### config.mk
export PLATFORM = sky130hd
export DESIGN_NAME = cfs_top
export DESIGN_NICKNAME = d
export VERILOG_FILES = /design/src/pkg/cfs_pkg.sv /design/src/cfs_top.sv /design/src/cfs_carrier_gen.sv
export SDC_FILE = /design/constraint.sdc
export NUM_CORES = 1
export LEC_CHECK = 0
export BUFFER_PORTS_ARGS = -buffer_cell sky130_fd_sc_hd__buf_2
export CORE_MARGIN = 2
export CORE_UTILIZATION = 50
export DETAILED_ROUTE_END_ITERATION = 7
export PLACE_DENSITY = 0.67
export SLEW_MARGIN = 20
export SYNTH_ARGS = -nofsm -noshare
export SYNTH_HDL_FRONTEND = slang
export SYNTH_HIERARCHICAL = 1
export SYNTH_SLANG_ARGS = --single-unit
### constraint.sdc
create_clock -name core_clk -period 227 [get_ports core_clk]
set_input_delay 11.35 -clock core_clk [delete_from_list [all_inputs] [get_ports core_clk]]
set_output_delay 11.35 -clock core_clk [all_outputs]
set_load 0.01 [all_outputs]
### src/pkg/cfs_pkg.sv
package cfs_pkg;

    // ----------------------------------------------------------------
    // clock and timing
    // ----------------------------------------------------------------
    localparam int CLK_FREQ_HZ = 200000000;
    localparam int CLK_PERIOD_PS = 5000;
    localparam int HOT_TIME_US = 10;
    localparam int HOT_CYCLES = (HOT_TIME_US * 1000000 + CLK_PERIOD_PS - 1) / CLK_PERIOD_PS;

    // ----------------------------------------------------------------
    // register offsets
    // ----------------------------------------------------------------
    localparam logic [7:0] OFS_CARRIER = 8'h00;
    localparam logic [7:0] OFS_SPREAD = 8'h04;
    localparam logic [7:0] OFS_AUTO = 8'h08;
    localparam logic [7:0] OFS_GAIN = 8'h0C;
    localparam logic [7:0] OFS_CTRL = 8'h10;
    localparam logic [7:0] OFS_STATUS = 8'h14;

    // ----------------------------------------------------------------
    // field positions, limits and reset values
    // ----------------------------------------------------------------
    localparam int CTRL_PROT_LSB = 4;
    localparam int CTRL_FASTOFF_BIT = 8;
    localparam int ST_REDUCED_BIT = 4;
    localparam int ST_SPREAD_BIT = 5;
    localparam int ST_RUN_BIT = 6;
    localparam logic [3:0] CARRIER_RST = 4'h1;
    localparam logic [3:0] CARRIER_MAX = 4'hF;
    localparam logic [3:0] CARRIER_REDUCED = 4'h2;
    localparam logic [3:0] CARRIER_AUTO_MIN = 4'h3;
    localparam logic [3:0] SPREAD_MAX_CODE = 4'h5;
    localparam logic SPREAD_RST = 1'b1;
    localparam logic AUTO_RST = 1'b0;
    localparam logic [7:0] GAIN_RST = 8'h00;
    localparam logic [7:0] GAIN_MAX = 8'hC8;
    localparam logic [7:0] HOT_PCT = 8'h55;
    localparam logic [1:0] PROT_RUN_LOCK = 2'h0;
    localparam logic [1:0] PROT_ALL_LOCK = 2'h1;
    localparam logic [1:0] PROT_FREE = 2'h2;
    localparam logic [7:0] LFSR_SEED = 8'hA5;
    localparam logic signed [23:0] TRIM_MUL = 24'sh00_0029;
    localparam int TRIM_SHIFT = 12;

    // ----------------------------------------------------------------
    // carried settings
    // ----------------------------------------------------------------
    typedef struct packed {
        logic [3:0] carrier;
        logic spread;
        logic auto_red;
        logic [7:0] gain;
    } cfs_cfg_s;

    // carrier half period in core clocks; code 0 is 0.7 kHz, 15 is 14.5 kHz
    function automatic logic [17:0] cfs_half_period(input logic [3:0] code);
        int tenths;
        tenths = (code == 4'h0) ? 7 : (code == 4'hF) ? 145 : int'(code) * 10;
        return 18'(CLK_FREQ_HZ / (tenths * 200));
    endfunction

endpackage

### src/cfs_top.sv
// The placing of the registers and the address-and-strobe port were decided locally.
`timescale 1ns/1ps
// Overview of operation
// - carrier code is whole kHz, with code 0 giving 0.7 kHz and code 15 giving 14.5 kHz.
// - spreading is off at select 0, and at select 1 (reset) runs only while the code is 0 to 5.
// - with auto select 1, code 3 or more and current held at 85 percent or more while running, carrier drops to 2 kHz.
// - with auto select 0 (reset) the carrier stays at the programmed code under any load.
// - carrier code and spread select take writes while running even with write protect at 0.
// - carrier, spread, auto and gain settings are writable only while extended display select is 0.
// - at 1 kHz or below the fast current limit can trip first, and stall select can turn it off.
// - smoothing gain takes 0 to 200 percent, resets to 0, and 100 percent is the tuning start.
// - a nonzero gain trims output frequency against current swings from mechanical resonance.
module cfs_top (
    input wire logic core_clk,
    input wire logic rstn,
    input wire logic [7:0] reg_addr,
    input wire logic [31:0] reg_wdata,
    input wire logic reg_wr,
    input wire logic reg_rd,
    output logic [31:0] reg_rdata,
    input wire logic motor_running,
    input wire logic [7:0] out_current_pct,
    output logic [17:0] carrier_level,
    output logic carrier_valley,
    output logic [3:0] carrier_code_eff,
    output logic carrier_reduced,
    output logic fast_limit_en,
    output logic signed [15:0] freq_trim
);
    import cfs_pkg::*;

    cfs_cfg_s cfg_q, cfg_d;
    logic [3:0] ext_q, ext_d;
    logic [1:0] prot_q, prot_d;
    logic fastoff_q, fastoff_d;
    logic [31:0] rdata_q, rdata_d;
    logic [2:0] sync_q;
    logic run_q, run_d;
    logic [15:0] hot_cnt_q, hot_cnt_d;
    logic red_q, red_d;
    logic [11:0] avg_q, avg_d;
    logic signed [15:0] trim_q, trim_d;
    logic hot, group_ok, run_ok, spread_on;
    logic signed [12:0] avg_step;
    logic signed [23:0] dev_x, gain_x, prod, neg_sh;
    logic [3:0] eff_code;

    // ----------------------------------------------------------------
    // register writes
    // ----------------------------------------------------------------
    always_comb begin
        cfg_d = cfg_q;
        ext_d = ext_q;
        prot_d = prot_q;
        fastoff_d = fastoff_q;
        group_ok = (ext_q == 4'h0) && (prot_q != PROT_ALL_LOCK);
        run_ok = !run_q || (prot_q == PROT_FREE);
        if (reg_wr) begin
            case (reg_addr)
                OFS_CARRIER: begin
                    if (group_ok && reg_wdata[31:0] <= 32'(CARRIER_MAX)) begin
                        cfg_d.carrier = reg_wdata[3:0];
                    end
                end
                OFS_SPREAD: begin
                    if (group_ok && reg_wdata[31:0] <= 32'h0000_0001) begin
                        cfg_d.spread = reg_wdata[0];
                    end
                end
                OFS_AUTO: begin
                    if (group_ok && run_ok && reg_wdata[31:0] <= 32'h0000_0001) begin
                        cfg_d.auto_red = reg_wdata[0];
                    end
                end
                OFS_GAIN: begin
                    if (group_ok && run_ok && reg_wdata[31:0] <= 32'(GAIN_MAX)) begin
                        cfg_d.gain = reg_wdata[7:0];
                    end
                end
                OFS_CTRL: begin
                    ext_d = reg_wdata[3:0];
                    prot_d = reg_wdata[CTRL_PROT_LSB +: 2];
                    fastoff_d = reg_wdata[CTRL_FASTOFF_BIT];
                end
                default: begin
                end
            endcase
        end
    end

    always_ff @(posedge core_clk or negedge rstn) begin
        if (!rstn) begin
            cfg_q <= '{carrier: CARRIER_RST, spread: SPREAD_RST, auto_red: AUTO_RST, gain: GAIN_RST};
            ext_q <= 4'h0;
            prot_q <= PROT_RUN_LOCK;
            fastoff_q <= 1'b0;
        end else begin
            cfg_q <= cfg_d;
            ext_q <= ext_d;
            prot_q <= prot_d;
            fastoff_q <= fastoff_d;
        end
    end

    // ----------------------------------------------------------------
    // read back, one cycle after the strobe
    // ----------------------------------------------------------------
    always_comb begin
        rdata_d = 32'h0000_0000;
        if (reg_rd) begin
            case (reg_addr)
                OFS_CARRIER: rdata_d = {28'h000_0000, cfg_q.carrier};
                OFS_SPREAD: rdata_d = {31'h0000_0000, cfg_q.spread};
                OFS_AUTO: rdata_d = {31'h0000_0000, cfg_q.auto_red};
                OFS_GAIN: rdata_d = {24'h00_0000, cfg_q.gain};
                OFS_CTRL: begin
                    rdata_d[3:0] = ext_q;
                    rdata_d[CTRL_PROT_LSB +: 2] = prot_q;
                    rdata_d[CTRL_FASTOFF_BIT] = fastoff_q;
                end
                OFS_STATUS: begin
                    rdata_d[3:0] = eff_code;
                    rdata_d[ST_REDUCED_BIT] = red_q;
                    rdata_d[ST_SPREAD_BIT] = spread_on;
                    rdata_d[ST_RUN_BIT] = run_q;
                end
                default: rdata_d = 32'h0000_0000;
            endcase
        end
    end

    always_ff @(posedge core_clk or negedge rstn) begin
        if (!rstn) begin
            rdata_q <= 32'h0000_0000;
        end else begin
            rdata_q <= rdata_d;
        end
    end

    // ----------------------------------------------------------------
    // run pin sync, load watch and carrier reduction
    // ----------------------------------------------------------------
    always_comb begin
        run_d = (sync_q[1] == sync_q[2]) ? sync_q[2] : run_q;
        hot = out_current_pct >= HOT_PCT;
        hot_cnt_d = 16'h0000;
        if (run_q && hot) begin
            hot_cnt_d = (hot_cnt_q == 16'(HOT_CYCLES)) ? hot_cnt_q : hot_cnt_q + 16'h0001;
        end
        red_d = red_q;
        // sustained heavy load drops to 2 kHz
        if (cfg_q.auto_red && cfg_q.carrier >= CARRIER_AUTO_MIN && hot_cnt_q == 16'(HOT_CYCLES)) begin
            red_d = 1'b1;
        end
        // fixed carrier when auto is off; restore below threshold
        if (!cfg_q.auto_red || cfg_q.carrier < CARRIER_AUTO_MIN || !hot) begin
            red_d = 1'b0;
        end
    end

    always_ff @(posedge core_clk or negedge rstn) begin
        if (!rstn) begin
            sync_q <= 3'h0;
            run_q <= 1'b0;
            hot_cnt_q <= 16'h0000;
            red_q <= 1'b0;
        end else begin
            sync_q <= {sync_q[1:0], motor_running};
            run_q <= run_d;
            hot_cnt_q <= hot_cnt_d;
            red_q <= red_d;
        end
    end

    assign eff_code = red_q ? CARRIER_REDUCED : cfg_q.carrier;
    // spreading only for codes 0 to 5
    assign spread_on = cfg_q.spread && cfg_q.carrier <= SPREAD_MAX_CODE;

    // ----------------------------------------------------------------
    // speed smoothing trim
    // ----------------------------------------------------------------
    always_comb begin
        avg_step = (13'sh0000 + $signed({1'b0, out_current_pct, 4'h0}) - $signed({1'b0, avg_q})) >>> 4;
        avg_d = avg_q + 12'(avg_step);
        dev_x = 24'(signed'({1'b0, out_current_pct})) - 24'(signed'({1'b0, avg_q[11:4]}));
        gain_x = 24'(signed'({1'b0, cfg_q.gain}));
        prod = dev_x * gain_x * TRIM_MUL;
        neg_sh = (24'sh00_0000 - prod) >>> TRIM_SHIFT;
        // oppose current swings, gain 100 percent is unity
        trim_d = (cfg_q.gain == GAIN_RST) ? 16'sh0000 : neg_sh[15:0];
    end

    always_ff @(posedge core_clk or negedge rstn) begin
        if (!rstn) begin
            avg_q <= 12'h000;
            trim_q <= 16'sh0000;
        end else begin
            avg_q <= avg_d;
            trim_q <= trim_d;
        end
    end

    // ----------------------------------------------------------------
    // carrier generator
    // ----------------------------------------------------------------
    // code to period mapping
    cfs_carrier_gen u_gen (
        .core_clk(core_clk),
        .rstn(rstn),
        .half_period(cfs_half_period(eff_code)),
        .spread_en(spread_on),
        .carrier_level(carrier_level),
        .carrier_valley(carrier_valley)
    );

    assign reg_rdata = rdata_q;
    assign carrier_code_eff = eff_code;
    assign carrier_reduced = red_q;
    // stall select can disable the fast current limit
    assign fast_limit_en = !fastoff_q;
    assign freq_trim = trim_q;
endmodule

### src/cfs_carrier_gen.sv
`timescale 1ns/1ps
module cfs_carrier_gen (
    input wire logic core_clk,
    input wire logic rstn,
    input wire logic [17:0] half_period,
    input wire logic spread_en,
    output logic [17:0] carrier_level,
    output logic carrier_valley
);
    import cfs_pkg::*;

    logic [17:0] cnt_q, cnt_d, lim_q, lim_d;
    logic up_q, up_d, valley_q, valley_d;
    logic [7:0] lfsr_q, lfsr_d;
    logic [20:0] prod;

    // ----------------------------------------------------------------
    // triangle counter, limit reloaded at each valley
    // ----------------------------------------------------------------
    always_comb begin
        prod = 21'(half_period) * 21'(lfsr_q[2:0]);
        cnt_d = cnt_q;
        up_d = up_q;
        lim_d = lim_q;
        lfsr_d = lfsr_q;
        valley_d = 1'b0;
        if (up_q) begin
            if (cnt_q >= lim_q) begin
                up_d = 1'b0;
                cnt_d = cnt_q - 18'h0_0001;
            end else begin
                cnt_d = cnt_q + 18'h0_0001;
            end
        end else if (cnt_q <= 18'h0_0001) begin
            cnt_d = 18'h0_0000;
            up_d = 1'b1;
            valley_d = 1'b1;
            // spread: random stretch of up to 7/64 of the period
            lim_d = half_period + (spread_en ? {3'b000, prod[20:6]} : 18'h0_0000);
            lfsr_d = {lfsr_q[6:0], lfsr_q[7] ^ lfsr_q[5] ^ lfsr_q[4] ^ lfsr_q[3]};
        end else begin
            cnt_d = cnt_q - 18'h0_0001;
        end
    end

    always_ff @(posedge core_clk or negedge rstn) begin
        if (!rstn) begin
            cnt_q <= 18'h0_0000;
            up_q <= 1'b1;
            lim_q <= 18'h0_0001;
            lfsr_q <= LFSR_SEED;
            valley_q <= 1'b0;
        end else begin
            cnt_q <= cnt_d;
            up_q <= up_d;
            lim_q <= lim_d;
            lfsr_q <= lfsr_d;
            valley_q <= valley_d;
        end
    end

    assign carrier_level = cnt_q;
    assign carrier_valley = valley_q;
endmodule

==> qor.csv, run 1 <==
stage,metric,value,unit
worst_setup_path,required,227.30,ns
worst_setup_path,cp.depth,391,
global_route,overflow,0,
sta,tightest_slew,1.03,ns
worst_setup_path,slowest_delay,0.93,ns
detailed_routing,wl_per_cell,18.7,µm
job,maxCapViolations,0,
yosys,ys_warn_count,6,
yosys,netlist_instances,4717,
clock_tree,numCtsBuffers,17,
worst_setup_path,arrival,89.83,ns
floorplan,die_x,270,µm
yosys,postSynthAreaPerCell,7.48,µm²
final_layout,stdcell_area,37200,µm²
clock_tree,ctsHoldBuffers,0,
worst_setup_path,crit_top_cell,a21oi_1,
sta,rsz0062_at_grt,no,
worst_setup_path,crit_fanout,32,
detailed_routing,dr.max_layer_used,met4,
floorplan,ioPinCount,126,
detailed_routing,route.met2.wl,50400,µm
place,placedInstanceArea,36600,µm²
yosys,synth_area_leaders,"ha_1, dfrtp_1, fa_1, a21oi_1, xnor2_1",
global_route,grt_use_total,0.285,
sta,period_minus_slack,89.53,ns
clock_tree,post_cts_resized,0,
final_layout,drive_gt1_frac,0.0862,
worst_setup_path,start_kind,flip-flop,
detailed_routing,wl_met1,47500,µm
yosys,synth-edff-count,0,
clock_tree,htree_num_levels,4,
detailed_routing,ant_nets,0,
global_route,grt_pass1_wl,173000,µm
sta,period_share,0.394,
clock_tree,clk_pin_slew_worst_paths,0.06,ns
sta,slew_headroom,0.307,
floorplan,start_util,0.505,
clock_tree,cts_setup_buffers,0,
detailed_routing,dr_wl_met3,5460,µm
sta,final_hold_viol_count,0,
worst_setup_path,r2r_slack,137.47,ns
worst_setup_path,crit_slowest_cell,or4_1,
yosys,postSynth.asyncResetShare,1.00,
yosys,yosys.area.top_type,ha_1,
detailed_routing,drc,0,
clock_tree,cts_tree,yes,
sta,fin_tns_setup,0,ns
final_layout,fillers,6908,
detailed_routing,first_iter_violations,2737,
final_layout,multi_input_comb_area,30100,µm²
worst_hold_path,hold_depth,0,
floorplan,die-height,270,µm
clock_tree,insertion_delay,0.42,ns
sta,fmax,11.2,MHz
yosys,synthesis.area,35300,µm²
floorplan,coreArea,69900,µm²
worst_setup_path,cp-end-kind,flip-flop,
worst_setup_path,crit_buf_inv,20,
yosys,synthDistinctLibCells,136,
run_status,outcome,"complete, no violations",
sta,fin_worst_skew,0.00956,ns
yosys,ys.flop_type,dfrtp_1,
clock_tree,cts_sinks,121,
global_route,grt_max_degree,69,
final_layout,n_antenna_cell,0,
final_layout,num-nets-final,5386,
yosys,yosysTopAreaCellShare,0.169,
sta,setup_viol,0,
worst_setup_path,crit_family,compound AO/OA/AOI/OAI gates,
worst_setup_path,r2r_cells,391,
clock_tree,clockBufferDepth,2,
place,dp_hpwl,83800,µm
detailed_routing,firstDrtPassIters,5,
yosys,post-synth-top-count-cell,ha_1,
detailed_routing,num_vias,34600,
worst_setup_path,worstSetupPathType,flip-flop to flip-flop,
yosys,synth_commonest_cells,"ha_1, nand2_1, inv_1, nor2_1, a21oi_1",
yosys,ys_seq_area_frac,0.0861,
global_route,grt_pass1_vias,32800,
clock_tree,clock_tree.root_cell,clkbuf_16,
place,gp_congestion,0.983,
final_layout,regArea,3040,µm²
worst_hold_path,min_path_type,flip-flop to flip-flop,
place,place.port_buffers,102,
final_layout,syn_to_final_growth,5.40,%
global_route,antenna_found_initial,0,
yosys,ys_seq_elements,121,
detailed_routing,viasPerCell,6.08,
floorplan,dieArea,72700,µm²
detailed_routing,drt_wl_total,107000,µm
sta,drv_slew,0,
floorplan,rows,97,
[per-layer routing]
layer	global-route usage	up-vias
met5	0	-
met4	0.0835	0
met3	0.0290	201
met2	0.494	973
met1	0.374	16400
li1	-	17100
[worst paths after layout]
path,end,start
max reg2reg,u_gen/lim_q[12],carrier_reduced
max in group asynchronous,u_gen/carrier_level[1],rstn
min,sync_q[1],sync_q[0]
min in group asynchronous,freq_trim[6],rstn
max,u_gen/lim_q[12],carrier_reduced
min reg2reg,sync_q[1],sync_q[0]
[kinds of logic (layout without fill, tap and decap cells)]
| family | count (synthesis) | after routing | share of synthesized area |
|---|---|---|---|
| buf+inv | 572 | 587 | 0.0664 |
| flops | 121 | 121 | 0.0861 |
| fa+ha+maj | 590 | 590 | 0.232 |
| other cells | 1 | 27 | 0.000106 |
| simple gates | 1591 | 1591 | 0.228 |
| xor+xnor | 300 | 300 | 0.0749 |
| mux | 130 | 130 | 0.0411 |
| compound gates | 1412 | 1412 | 0.271 |
[metrics by stage]
stage | utilization | setup slack (ns) | hold slack [ns] | instances
after floorplan | - | 149.28 | 0.331 | 4743
final | 0.532 | 137.47 | 0.355 | 5698
after global placement | 0.524 | 141.56 | 0.336 | 5666
after global routing | 0.532 | 129.54 | 0.377 | 5698
after CTS | 0.532 | 139.08 | 0.355 | 5698
after detailed placement | 0.524 | 139.29 | 0.340 | 5666
[layout by cell type (no fill, tap or decap), types with 110 or more instances in the layout]
cell type and n:
inv_1 408, fa_1 110, ha_1 478, a21oi_1 369
o21ai_0 254, xnor2_1 182, a21o_1 136, nand2_1 412
dfrtp_1 113, nand3_1 123, xor2_1 115, nor2_1 374
nand2b_1 113
[area by class of cell]
| cell class | count | area share |
|---|---|---|
| multi-input combinational | 4050 | 0.809 |
| sequential | 121 | 0.0817 |
| inverter | 421 | 0.0425 |
| tap | 940 | 0.0316 |
| timing repair buffer | 134 | 0.0202 |
| clock buffer | 17 | 0.0114 |
| clock inverter | 15 | 0.00387 |
[registers in the layout, summed over array words and instances (netlist names), 3 cells and up]
signal,count
u_gen/carrier_level,18
sync_q,3
freq_trim,12
reg_rdata,9
avg_q,12
hot_cnt_q,16
ext_q,4
u_gen/lim_q,18
cfg_q,14
u_gen/lfsr_q,8
Power of run 1 is not shown: default switching activity piles up to over one toggle a cycle in this logic, so the estimate is an artifact.
==> run 2: changes to the inputs <==
--- a/config.mk
+++ b/config.mk
@@ -9,7 +9,7 @@
 export CORE_MARGIN = 2
 export CORE_UTILIZATION = 50
 export DETAILED_ROUTE_END_ITERATION = 7
-export PLACE_DENSITY = 0.67
+export PLACE_DENSITY = 0.69
 export SLEW_MARGIN = 20
 export SYNTH_ARGS = -nofsm -noshare
 export SYNTH_HDL_FRONTEND = slang
==> constraint.sdc (replaced) <==
create_clock -name core_clk -period 81.7 [get_ports core_clk]
set_input_delay 4.085 -clock core_clk [delete_from_list [all_inputs] [get_ports core_clk]]
set_output_delay 4.085 -clock core_clk [all_outputs]
set_load 0.01 [all_outputs]
==> run 2 against run 1 <==
Net effect: via count is 2.0% higher; utilization rose by 1.3 points; first-iteration DRC count up 15%; cell count up 1.0%; worst setup slack got worse by 130 ns; register-to-register slack lost 130 ns; non-clock buffer count is 54 higher; wire length grew 2.3%; clock skew up 0.0042 ns; critical path depth is 5 higher; flip-flop and latch count unchanged; global-route usage increased by 0.18 points.
==> qor.csv, run 2 (synthesis results as in run 1) <==
stage,metric,value,unit
sta,setup_viol,0,
place,place.port_buffers,102,
final_layout,final_cell_mix,"ha_1, nand2_1, inv_1, nor2_1, a21oi_1",
worst_setup_path,timing.rr.end,u_gen/lim_q[12],
sta,drv_slew,0,
global_route,overflow,0,
sta,tightest_slew,1.18,ns
floorplan,die-height,270,µm
worst_hold_path,hold-path-endpoint,sync_q[1],
clock_tree,clock_tree.root_cell,clkbuf_16,
floorplan,ioPinCount,126,
floorplan,dieArea,72700,µm²
job,maxCapViolations,0,
final_layout,syn_to_final_growth,7.96,%
sta,slew_headroom,0.207,
run_status,outcome,"complete, no violations",
worst_setup_path,crit_top_cell,o21ai_0,
floorplan,die_x,270,µm
floorplan,coreArea,69900,µm²
clock_tree,clockBufferDepth,2,
detailed_routing,firstDrtPassIters,6,
sta,period_minus_slack,75.55,ns
global_route,grt_max_degree,64,
clock_tree,cts_tree,yes,
detailed_routing,wl_per_cell,19.0,µm
worst_setup_path,slowest_delay,0.67,ns
clock_tree,cts_sinks,121,
detailed_routing,drt_wl_total,109000,µm
clock_tree,ctsHoldBuffers,0,
detailed_routing,first_iter_violations,3137,
floorplan,start_util,0.505,
final_layout,num-nets-final,5443,
clock_tree,insertion_delay,0.43,ns
global_route,grt_pass1_vias,33000,
detailed_routing,drc,0,
worst_setup_path,crit_fanout,27,
sta,fmax,13.2,MHz
sta,period_share,0.925,
worst_setup_path,r2r_cells,396,
worst_setup_path,rr_startpoint,cfg_q[10],
global_route,grt_use_total,0.287,
worst_setup_path,r2r_slack,6.15,ns
worst_setup_path,arrival,75.87,ns
place,gp_congestion,1.03,
worst_setup_path,start_kind,flip-flop,
worst_setup_path,required,82.01,ns
worst_setup_path,crit_slowest_cell,dfstp_2,
worst_setup_path,worstSetupPathType,flip-flop to flip-flop,
detailed_routing,num_vias,35300,
sta,fin_worst_skew,0.0138,ns
floorplan,rows,97,
worst_hold_path,hold_depth,0,
sta,final_hold_viol_count,0,
clock_tree,htree_num_levels,4,
detailed_routing,ant_nets,0,
final_layout,n_antenna_cell,0,
clock_tree,numCtsBuffers,17,
clock_tree,clk_pin_slew_worst_paths,0.06,ns
final_layout,layout_commonest_cell,ha_1,
final_layout,drive_gt1_frac,0.112,
detailed_routing,viasPerCell,6.14,
place,dp_hpwl,84300,µm
global_route,antenna_found_initial,0,
global_route,grt_pass1_wl,174000,µm
sta,hold_ws,0.347,ns
worst_hold_path,hold_start,sync_q[0],
worst_setup_path,cp-end-kind,flip-flop,
worst_hold_path,min_path_type,flip-flop to flip-flop,
run 2: cell types whose count changed in the layout (fill, tap and decap cells not counted), sizes merged:
cell      previous run  this run
or4                 16        17
clkinvlp             2         4
inv                424       426
o211a               23        24
clkinv               9         4
buf                134       188
nor2               382       383
bufinv               1         2
run 2: worst max path at each step:
| stage | to | cells past startpoint | slack [ns] | from |
|---|---|---|---|---|
| CTS | u_gen/lim_q[12] | 391 | 0.11 | carrier_reduced |
| detailed placement | u_gen/lim_q[12] | 391 | 0.16 | carrier_reduced |
| global placement | u_gen/lim_q[12] | 390 | 1.88 | cfg_q[10] |
| finish | u_gen/lim_q[12] | 396 | 6.15 | cfg_q[10] |
| global route | u_gen/lim_q[12] | 399 | -0.31 | carrier_reduced |
| floorplan | u_gen/lim_q[12] | 417 | 3.98 | cfg_q[10] |
run 2: metrics by stage:
stage          setup slack (ns)  cells   util  setup TNS (ns)  instance area, µm²
6_report                   6.15   5755  0.545               0               38100
2_1_floorplan              3.98   4743      -               0               35400
3_5_place_dp              0.155   5683  0.526               0               36800
3_3_place_gp               1.88   5683  0.526               0               36800
5_1_grt                  -0.310   5755  0.545           -1.95               38100
4_1_cts                   0.108   5715  0.535               0               37400
run 2: repair_timing:
item	in CTS	in global routing
pin swaps	0	18
gates cloned	0	3
setup endpoints to repair	4	18
gates resized for setup	1	114
buffers inserted	0	37
run 2: metal layers:
metal | part of all wire | wire length, µm | track usage
met3 | 0.061 | 6620 | 0.0303
met2 | 0.45 | 49400 | 0.469
met5 | 0 | 0 | 0
met4 | 0.035 | 3800 | 0.0921
met1 | 0.45 | 49200 | 0.395
run 2: layout make-up:
class / instances / area (µm²)
inverter: 421 / 1600
multi-input combinational: 4053 / 30500
tap: 940 / 1180
timing repair buffer: 188 / 1170
clock buffer: 17 / 425
fill: 6786 / 31800
sequential: 121 / 3040
clock inverter: 15 / 178
run 2: critical path, delay by kind of cell, from the launching register on:
kind / cells / cell delay [ns]
XOR/XNOR: 4 / 0.72
buffers and inverters: 21 / 3.62
AO/OA/AOI/OAI: 197 / 36.79
adder cells (fa/ha/maj): 37 / 12.00
multiplexers: 6 / 1.68
AND/OR/NAND/NOR: 131 / 19.89
flip-flops: 1 / 0.67
Power of run 2 is left out for the same reason.
